===== src/rtl/dmc_pkg.sv =====
package dmc_pkg;
  // Command codes on the simplified command bus
  typedef enum logic [3:0] {
    DMC_CMD_DES  = 4'h0,
    DMC_CMD_MRS  = 4'h1,
    DMC_CMD_RD   = 4'h2,
    DMC_CMD_RDA  = 4'h3,
    DMC_CMD_WR   = 4'h4,
    DMC_CMD_WRA  = 4'h5,
    DMC_CMD_REF  = 4'h6,
    DMC_CMD_SRE  = 4'h7,
    DMC_CMD_SRX  = 4'h8,
    DMC_CMD_PDE  = 4'h9,
    DMC_CMD_ACT  = 4'ha,
    DMC_CMD_PRE  = 4'hb
  } dmc_cmd_t;

  localparam int DMC_ADDR_W = 14;
  localparam int DMC_CAL_W  = 3;

  // Mode register selects
  localparam logic [2:0] DMC_MR_ONE   = 3'h1;
  localparam logic [2:0] DMC_MR_TWO   = 3'h2;
  localparam logic [2:0] DMC_MR_THREE = 3'h3;

  // Field positions
  localparam int DMC_MR1_CAL_LSB   = 0;
  localparam int DMC_MR2_LOW_POWER_SELFREF_SELECT_LO  = 6;
  localparam int DMC_MR2_LOW_POWER_SELFREF_SELECT_HI  = 7;
  localparam int DMC_MR3_PAGE_LSB  = 0;
  localparam int DMC_MR3_PAGE_MSB  = 1;
  localparam int DMC_MR3_PP_EN     = 2;
  localparam int DMC_MR3_FMT_LSB   = 11;
  localparam int DMC_MR3_FMT_MSB   = 12;

  // Self refresh mode field {bit7,bit6}
  localparam logic [1:0] DMC_SR_NORMAL  = 2'h0;
  localparam logic [1:0] DMC_SR_REDUCED = 2'h1;
  localparam logic [1:0] DMC_SR_EXT     = 2'h2;
  localparam logic [1:0] DMC_SR_AUTO    = 2'h3;

  // Readout formats
  localparam logic [1:0] DMC_FMT_SERIAL    = 2'h0;
  localparam logic [1:0] DMC_FMT_PARALLEL  = 2'h1;
  localparam logic [1:0] DMC_FMT_STAGGERED = 2'h2;
  localparam logic [1:0] DMC_FMT_RSVD      = 2'h3;

  // Refresh rate selects
  localparam logic [1:0] DMC_RATE_LOW  = 2'h0;
  localparam logic [1:0] DMC_RATE_NORM = 2'h1;
  localparam logic [1:0] DMC_RATE_HIGH = 2'h2;

  // Reset values
  localparam logic [DMC_ADDR_W-1:0] DMC_MR_RST = 14'h0000;

  // Timing in clock cycles, then the auto self refresh temperature thresholds
  localparam int DMC_MOD_CYC = 24;
  localparam int DMC_RFC_CYC = 26;
  localparam int DMC_TEMP_HOT = 85;
  localparam int DMC_TEMP_COOL = 45;
endpackage


===== src/rtl/dmc_if.sv =====
`timescale 1ns/100ps
`default_nettype none
interface dmc_if;
  import dmc_pkg::*;
  logic                  cs_n;
  dmc_cmd_t              cmd;
  logic [DMC_ADDR_W-1:0] addr;
  logic [2:0]            mr_sel;
  logic [1:0]            bank;
  logic                  odt;
  logic [7:0]            rdata;
  logic                  rvalid;
  logic [7:0]            wdata;
  modport dev  (input cs_n, cmd, addr, mr_sel, bank, odt, wdata, output rdata, rvalid);
  modport ctrl (output cs_n, cmd, addr, mr_sel, bank, odt, wdata, input rdata, rvalid);
endinterface
`default_nettype wire


===== src/rtl/dmc_dev.sv =====
`timescale 1ns/100ps
`default_nettype none
module dmc_dev
  import dmc_pkg::*;
#(
  parameter int MAX_CAL = 8
)(
  // Clock and reset
  input  wire logic       clk_sys,
  input  wire logic       rst,
  // Link
  dmc_if.dev              bus,
  // Device status
  input  wire logic [7:0] temp_c,
  output logic            in_selfref,
  output logic [1:0]      refresh_rate,
  output logic            pp_mode,
  output logic [1:0]      pp_format,
  output logic [1:0]      pp_page,
  output logic            cmd_err,
  output logic            odt_q
);
  initial if (MAX_CAL < 1 || MAX_CAL > 8) $error("MAX_CAL out of range");

  logic                  odt_ff;
  logic [DMC_ADDR_W-1:0] mr2_ff, mr3_ff;
  logic [DMC_CAL_W-1:0]  cal_ff, cal_cnt_ff;
  logic                  cal_pend_ff;
  logic                  take;
  dmc_cmd_t              cmd_c;
  logic [1:0]            sr_mode_ff;
  logic [7:0]            pages_ff [0:15];
  logic [7:0]            rdata_ff;
  logic                  rvalid_ff;
  logic [3:0]            ridx;

  // Link shares clk_sys; a synchroniser would let the command leave the bus before chip select is seen
  always_ff @(posedge clk_sys)
  begin
    if (rst)
      odt_ff <= 1'b0;
    else
      odt_ff <= bus.odt;
  end

  // Termination uses the same path with or without latency
  assign odt_q = odt_ff;

  // Command latency: chip select low, then command after cal cycles
  always_ff @(posedge clk_sys)
  begin
    if (rst)
    begin
      cal_pend_ff <= 1'b0;
      cal_cnt_ff  <= '0;
    end
    else if (!cal_pend_ff && !bus.cs_n && cal_ff != '0)
    begin
      cal_pend_ff <= 1'b1;
      cal_cnt_ff  <= cal_ff - 3'h1;
    end
    else if (cal_pend_ff)
    begin
      if (cal_cnt_ff == '0)
        cal_pend_ff <= 1'b0;
      else
        cal_cnt_ff <= cal_cnt_ff - 3'h1;
    end
  end

  // Without latency the command rides with chip select
  assign take  = (cal_ff == '0) ? !bus.cs_n : (cal_pend_ff && cal_cnt_ff == '0);
  assign cmd_c = take ? bus.cmd : DMC_CMD_DES;

  // Mode registers; new latency takes effect immediately
  always_ff @(posedge clk_sys)
  begin
    if (rst)
    begin
      mr2_ff <= DMC_MR_RST;
      mr3_ff <= DMC_MR_RST;
      cal_ff <= '0;
    end
    else if (cmd_c == DMC_CMD_MRS)
    begin
      unique case (bus.mr_sel)
        DMC_MR_ONE:
        begin
          cal_ff <= bus.addr[DMC_MR1_CAL_LSB +: DMC_CAL_W];
        end
        DMC_MR_TWO:
        begin
          if (!in_selfref)
            mr2_ff <= bus.addr;
        end
        DMC_MR_THREE: mr3_ff <= bus.addr;
        default: ;
      endcase
    end
  end

  assign pp_mode   = mr3_ff[DMC_MR3_PP_EN];
  assign pp_format = mr3_ff[DMC_MR3_FMT_MSB:DMC_MR3_FMT_LSB];
  assign pp_page   = mr3_ff[DMC_MR3_PAGE_MSB:DMC_MR3_PAGE_LSB];

  // Self refresh entry latches the mode so later writes cannot disturb it
  always_ff @(posedge clk_sys)
  begin
    if (rst)
    begin
      in_selfref <= 1'b0;
      sr_mode_ff <= DMC_SR_NORMAL;
    end
    else if (cmd_c == DMC_CMD_SRE && !pp_mode)
    begin
      in_selfref <= 1'b1;
      sr_mode_ff <= {mr2_ff[DMC_MR2_LOW_POWER_SELFREF_SELECT_HI], mr2_ff[DMC_MR2_LOW_POWER_SELFREF_SELECT_LO]};
    end
    else if (cmd_c == DMC_CMD_SRX)
      in_selfref <= 1'b0;
  end

  // Rate decode
  always_ff @(posedge clk_sys)
  begin
    if (rst)
      refresh_rate <= DMC_RATE_NORM;
    else
    begin
      unique case (sr_mode_ff)
        DMC_SR_NORMAL:  refresh_rate <= DMC_RATE_NORM;
        DMC_SR_EXT:     refresh_rate <= DMC_RATE_HIGH;
        DMC_SR_REDUCED: refresh_rate <= DMC_RATE_LOW;
        DMC_SR_AUTO:
        begin
          if (temp_c >= 8'(DMC_TEMP_HOT))
            refresh_rate <= DMC_RATE_HIGH;
          else if (temp_c <= 8'(DMC_TEMP_COOL))
            refresh_rate <= DMC_RATE_LOW;
          else
            refresh_rate <= DMC_RATE_NORM;
        end
      endcase
    end
  end

  // Four pages of four bytes; page zero holds training patterns
  assign ridx = {pp_page, bus.bank};
  always_ff @(posedge clk_sys)
  begin
    if (rst)
    begin
      for (int i = 0; i < 16; i++)
        pages_ff[i] <= 8'h00;
      pages_ff[0] <= 8'h55;
      pages_ff[1] <= 8'h33;
      pages_ff[2] <= 8'h0f;
    end
    else if (pp_mode && pp_page == 2'h0 && (cmd_c == DMC_CMD_WR || cmd_c == DMC_CMD_WRA))
      pages_ff[ridx] <= bus.wdata;
  end

  // Reads answer one cycle after the command; precharge part ignored
  always_ff @(posedge clk_sys)
  begin
    if (rst)
    begin
      rdata_ff  <= 8'h00;
      rvalid_ff <= 1'b0;
    end
    else
    begin
      rvalid_ff <= pp_mode && (cmd_c == DMC_CMD_RD || cmd_c == DMC_CMD_RDA);
      if (pp_mode && (cmd_c == DMC_CMD_RD || cmd_c == DMC_CMD_RDA))
        rdata_ff <= pages_ff[ridx];
    end
  end
  assign bus.rdata  = rdata_ff;
  assign bus.rvalid = rvalid_ff;

  // Flag commands that are illegal in page mode or formats not allowed
  always_ff @(posedge clk_sys)
  begin
    if (rst)
      cmd_err <= 1'b0;
    else if (pp_mode && take)
      cmd_err <= !(cmd_c inside {DMC_CMD_MRS, DMC_CMD_RD, DMC_CMD_RDA, DMC_CMD_WR,
                                 DMC_CMD_WRA, DMC_CMD_DES, DMC_CMD_REF})
                 || (pp_page != 2'h0 && pp_format != DMC_FMT_SERIAL)
                 || pp_format == DMC_FMT_RSVD;
    else
      cmd_err <= 1'b0;
  end
endmodule
`default_nettype wire


===== src/flat_wrapper.sv =====
// flat-port wrapper written by rule: the top's interface ports become plain ports
module dmc_dev_flat import dmc_pkg::*;
#(
  parameter int MAX_CAL = 8
)
  (clk_sys, rst, temp_c, in_selfref, refresh_rate, pp_mode, pp_format, pp_page, cmd_err, odt_q, bus_cs_n, bus_cmd, bus_addr, bus_mr_sel, bus_bank, bus_odt, bus_wdata, bus_rdata, bus_rvalid);
  dmc_if bus_i ();
  input  wire logic clk_sys;
  input  wire logic rst;
  input  wire logic [7:0] temp_c;
  output logic in_selfref;
  output logic [1:0] refresh_rate;
  output logic pp_mode;
  output logic [1:0] pp_format;
  output logic [1:0] pp_page;
  output logic cmd_err;
  output logic odt_q;
  input wire logic [$bits(bus_i.cs_n)-1:0] bus_cs_n;
  input wire logic [$bits(bus_i.cmd)-1:0] bus_cmd;
  input wire logic [$bits(bus_i.addr)-1:0] bus_addr;
  input wire logic [$bits(bus_i.mr_sel)-1:0] bus_mr_sel;
  input wire logic [$bits(bus_i.bank)-1:0] bus_bank;
  input wire logic [$bits(bus_i.odt)-1:0] bus_odt;
  input wire logic [$bits(bus_i.wdata)-1:0] bus_wdata;
  output wire logic [$bits(bus_i.rdata)-1:0] bus_rdata;
  output wire logic [$bits(bus_i.rvalid)-1:0] bus_rvalid;
  assign bus_i.cs_n = bus_cs_n;
  assign bus_i.cmd = bus_cmd;
  assign bus_i.addr = bus_addr;
  assign bus_i.mr_sel = bus_mr_sel;
  assign bus_i.bank = bus_bank;
  assign bus_i.odt = bus_odt;
  assign bus_i.wdata = bus_wdata;
  assign bus_rdata = bus_i.rdata;
  assign bus_rvalid = bus_i.rvalid;
  dmc_dev #(.MAX_CAL(MAX_CAL)) u_core (.clk_sys(clk_sys), .rst(rst), .bus(bus_i), .temp_c(temp_c), .in_selfref(in_selfref), .refresh_rate(refresh_rate), .pp_mode(pp_mode), .pp_format(pp_format), .pp_page(pp_page), .cmd_err(cmd_err), .odt_q(odt_q));
endmodule

===== config.mk =====
export PLATFORM = sky130hd
export DESIGN_NAME = dmc_dev_flat
export DESIGN_NICKNAME = d
export VERILOG_FILES = /design/src/rtl/dmc_pkg.sv /design/src/rtl/dmc_if.sv /design/src/rtl/dmc_dev.sv /design/src/flat_wrapper.sv
export SDC_FILE = /design/constraint.sdc
export NUM_CORES = 1
export LEC_CHECK = 0
export ABC_AREA = 1
export BUFFER_PORTS_ARGS = -buffer_cell sky130_fd_sc_hd__buf_2
export CORE_ASPECT_RATIO = 0.7
export CORE_MARGIN = 2
export CORE_UTILIZATION = 25
export CTS_BUF_LIST = sky130_fd_sc_hd__clkbuf_16
export DETAILED_ROUTE_END_ITERATION = 8
export PLACE_DENSITY_LB_ADDON = 0.15
export SLEW_MARGIN = 20
export SYNTH_ARGS = -nofsm -noshare
export SYNTH_HDL_FRONTEND = slang
export SYNTH_SLANG_ARGS = --single-unit

===== constraint.sdc =====
create_clock -name clk_sys -period 2.84 [get_ports clk_sys]
set_input_delay 0.568 -clock clk_sys [delete_from_list [all_inputs] [get_ports clk_sys]]
set_output_delay 0.568 -clock clk_sys [all_outputs]
set_load 0.05 [all_outputs]

# After elaboration in Yosys (flattened, before gate mapping)
# Memories as Yosys holds them, arrays and structs flattened. A register that Yosys moved wholly into a read port is not among the register bits.
# Index checks and enable logic that the tools add are counted.
[totals] regBits=36 ramBits=128 in_bits=43 output_inout_bits=19 wordCells=95 n_memories=1
[mem_list] name="u_core.pages_ff" depth=16 width=8 read_ports=1 rd_ports_with_merged_regs=1 write_ports=16 line_no="dmc_dev.sv:32" text="logic [7:0] pages_ff [0:15];"
[classes] n_addsub=2 order_cmp=2 eq_ne=16 n_mux=24 bitwise_logic=5 reduce_logical=34
[ops] cell="$mux 8" count=4
[ops] cell="$eq 4x3->1 const B" count=4
[ops] cell="$mux 1" count=13
[ops] cell="$logic_and 1x1->1" count=9
[ops] cell="$mux 3" count=3
[ops] cell="$eq 4x2->1 const B" count=2
[ops] cell="$ge 8x7->1 const B" count=1
[ops] cell="$le 8x6->1 const B" count=1
[ops] cell="$mux 4" count=2
[ops] cell="$pmux 2 s4" count=1
[ops] cell="$reduce_bool 2->1" count=4
[ops] cell="$reduce_or 8->1" count=1
[ops] cell="$reduce_bool 7->1" count=1
[ops] cell="$eq 2x2->1 const B" count=3
[ops] cell="$eq 3x2->1 const B" count=2
[ops] cell="$logic_not 3->1" count=2
[ops] cell="$reduce_and 2->1" count=3
[ops] cell="$sub 3x1->3 const B" count=2
[ops] cell="$eq 4x1->1 const B" count=1
[ops] cell="$eq 4x4->1 const B" count=1
[ops] cell="$logic_not 1->1" count=4
[ops] cell="$logic_not 2->1" count=2
[ops] cell="$logic_not 4->1" count=1
[ops] cell="$logic_or 1x1->1" count=4
[ops] cell="other kinds (9)" count=12

# Logic depth before layout (Yosys ltp)
[logic_depth] ltp_word=12 mapped_depth=13 ltp_nobuf=11

# Worst setup path after synthesis
# Ideal clock, no wire load.
[synth_timing] path_type="flip-flop to flip-flop" startpoint="register u_core.mr3_ff[2]" endpoint="memory u_core.pages_ff[3][0] (enable)" setup_time_ps=329 t_arrival_ps=1633 required_ps=2511 path_slack_ps=879 path_stages_with_launch=7 n_path_buf=0 period_less_slack_ps=1961 cell_sequence="dfxtp_1 -> inv_1 -> nor2_1 -> nand3_1 -> nor2_4 -> nand3_2 -> nand2_1"
[synth_lines] item="start: declaration" line_no="dmc_dev.sv:26" text="logic [DMC_ADDR_W-1:0] mr2_ff, mr3_ff;"
[synth_lines] item="start signal: assignment" line_no="dmc_dev.sv:96" text="DMC_MR_THREE: mr3_ff <= bus.addr;"
[synth_lines] item="end: declaration" line_no="dmc_dev.sv:32"

==> summary.txt <==
Outcome
  • Run status: completed

Synth
  • Post-synthesis sequential area ratio: 64.5%
  • Yosys warns: 0
  • Cells after Synth: 741
  • Yosys top cell area share: 55.8%
  • Synth Cell Area: 0.00689 mm^2
  • Top FF cell, synth: edfxtp_1
  • Synth Register Bits: 158
  • Post-synth top area cell: edfxtp_1
  • Async SR Flop Fraction: 0%
  • Post-synth cell types: 31
  • Synth area leaders: edfxtp_1 56%, nand2_1 17%, dfxtp_1 8.7%
  • Avg Inst Size Synth: 9.30 um^2
  • Post-synth EDFFs: 128

Global route
  • Largest net degree at the start of global routing: 53
  • Met3 usage: 3.13%
  • All-layer global routing usage: 12.1%
  • GRT busiest layer: met1
  • Vias in the first global route: 4,627
  • Gr ovfl total: 0
  • Met1 Use GR: 18.2%
  • Met2 Track Usage GR: 16.8%
  • Antenna violations before repair: 0
  • First-pass GRT wire length: 26,000 um

Place
  • Dpl cells: 1,237
  • Dpl ws: 0.487 ns
  • Dpl cell area: 0.00794 mm^2
  • DPL Wire Length: 11,000 um
  • Port buffer count: 54
  • Final Wtd Congestion: 0.786

STA
  • Tmin final: 2.10 ns
  • Final Skew: 0.00941 ns
  • Max Freq: 476 MHz
  • Final WS setup: 0.738 ns
  • Final Cycle Share: 74.0%
  • Worst-margin pin slew: 0.754 ns
  • Fin. max-slew vios: 0
  • Hold Violations, Final: 0
  • Setup_tns: 0 ns
  • Final setup fails: 0
  • Rel. slew slack: 49.5%
  • Unrepaired setup endpoints after global routing: false

Die
  • IO Pins: 62
  • Core area: 0.0269 mm^2
  • Full die area: 0.0289 mm^2
  • Row cnt: 50
  • Initial Util: 25.6%
  • DIE WIDTH: 202 um
  • Die H: 143 um

Critical path
  • Worst setup EP type: flop
  • Crit path DAT: 2.18 ns
  • WP data required: 2.92 ns
  • Critical path startpoint category: flop
  • Crit-path max FO: 12
  • Worst Setup Path Type: reg -> reg

Layout
  • Fillers: 2,843
  • Design area: 0.00849 mm^2
  • Antenna cells: 0
  • Nets@finish: 936
  • Final std cells w/o fill: 1,269
  • Layout cells sized above 1: 13.9%
  • Area added between synthesis and finish: 23.2%

Run
  • Max-cap check violation count: 0

Routing
  • 1st-iter DRT viols: 296
  • DR DRC count: 0
  • Antenna Violating Nets Remaining: 0
  • Vias per cell: 3.76
  • Total wire length: 16,200 um
  • Router iterations before antenna repair: 5
  • DR vias: 4,771
  • DR WL/cell: 12.7 um

Clock tree
  • Post-CTS Setup Repair Bufs: 0
  • CTS tree: built
  • Max clock buf depth: 2
  • Clk sinks: 158
  • Clock latency on the worst-skew pair: 0.43 ns
  • Num CTS Buffers: 17
  • Post-CTS Hold Buffers: 0
  • Clock-pin slew on the worst setup and hold paths: 0.07 ns
  • CTS resizes: 0
  • Root Buffer: clkbuf_16
  • H-tree depth: 4

Power
  • Leakage: 3.78 nW
  • PD cells: 613 mW/mm^2
  • Peak supply drop: 0.402 mV

Min path
  • Worst min-delay path class: in -> reg
## cell usage after synthesis (2+ instances only)
| cell type | number |
|---|---|
| a21oi_1 | 6 |
| buf_2 | 10 |
| buf_4 | 4 |
| buf_6 | 3 |
| clkbuf_1 | 19 |
| dfxtp_1 | 30 |
| edfxtp_1 | 128 |
| inv_1 | 55 |
| inv_2 | 3 |
| nand2_1 | 307 |
| nand2_2 | 3 |
| nand3_1 | 61 |
| nand3_2 | 4 |
| nand4_1 | 2 |
| nor2_1 | 77 |
| nor2_2 | 5 |
| nor2_4 | 2 |
| nor3_1 | 2 |
| o21ai_0 | 8 |
## cells by family (layout without fill, tap and decap cells)
kind of cell	after synthesis	count (layout)	synth area share, %
other	1	96	0.0544
AOI/OAI and AO/OA	18	18	1.52
adders and majority gates	2	2	0.327
and+or+nand+nor	466	466	27.7
DFF	158	158	64.5
buffers and inverters	96	165	5.95
## cell type report
type / count / area [um^2] / share of cell area, %
clock buffer: 17 / 425 / 5.01
clock inverter: 15 / 123 / 1.44
inverter: 59 / 221 / 2.61
multi-input combinational: 582 / 2400 / 28.2
sequential: 158 / 4440 / 52.4
tap: 364 / 455 / 5.36
timing repair buffer: 74 / 423 / 4.98
## routing by layer
| layer | wire length, um | vias to the layer above |
|---|---|---|
| met1 | 8860 | 2112 |
| met4 | 155 | 0 |
| met5 | 0 | - |
| li1 | - | 2578 |
| met2 | 6390 | 68 |
| met3 | 742 | 13 |
## registers in the layout (all words and copies together) (netlist names)
signal,cells
u_core.cmd_err,1
u_core.odt_q,1
u_core.bus.rdata,8
u_core.refresh_rate,2
u_core.bus.rvalid,1
u_core.in_selfref,1
u_core.cal_ff,3
u_core.cal_pend_ff,1
u_core.pages_ff,128
u_core.mr2_ff,2
u_core.mr3_ff,5
u_core.sr_mode_ff,2
u_core.cal_cnt_ff,3
## metrics by stage
| stage | total power [mW] | hold WS [ns] | utilization [%] |
|---|---|---|---|
| floorplan | 2.96 | 0.458 | - |
| global placement | 3.09 | 0.509 | 29.5 |
| detailed placement | 3.09 | 0.507 | 29.5 |
| CTS | 5.28 | 0.314 | 31.6 |
| global route | 5.43 | 0.336 | 31.6 |
| finish | 5.20 | 0.337 | 31.6 |
## path summary, 6_finish.rpt
kind	start	end	slack, ns	cells after the start
worst min-delay path	bus_odt	u_core.odt_q	0.34	3
worst max-delay path	u_core.cal_pend_ff	u_core.pages_ff[1][1]	0.74	8
worst max register to register	u_core.cal_pend_ff	u_core.pages_ff[1][1]	0.74	8
worst min register to register	u_core.bus.rdata[0]	u_core.bus.rdata[0]	0.52	4
## report_power, final
| group | switching [mW] | internal, mW | total, mW |
|---|---|---|---|
| logic | 0.259 | 0.106 | 0.365 |
| registers | 0.0313 | 2.64 | 2.67 |
| clock network | 0.968 | 1.20 | 2.17 |
| total | 1.26 | 3.94 | 5.20 |
## critical path, cell delays in order, from the launching register on
cell and delay, ns:
dfxtp_1 0.32, inv_2 0.06, nor2_1 0.13, nand2_1 0.09, nand2_2 0.11, nand4_2 0.16
nor2_4 0.38, nand2_1 0.12, nand2_1 0.37
## cells in the final DEF (no fill, tap or decap), types with 4 or more instances in the layout
cell / Yosys / routed
nand2_1: 307 / 307
inv_1: 55 / 57
conb_1: 1 / 96
clkbuf_16: 0 / 17
nand3_2: 4 / 4
edfxtp_1: 128 / 128
buf_2: 10 / 53
buf_4: 4 / 21
nand3_1: 61 / 61
nor2_2: 5 / 6
dfxtp_1: 30 / 30
o21ai_0: 8 / 8
a21oi_1: 6 / 6
nor2_1: 77 / 76
(Power assumes the default switching activity.)
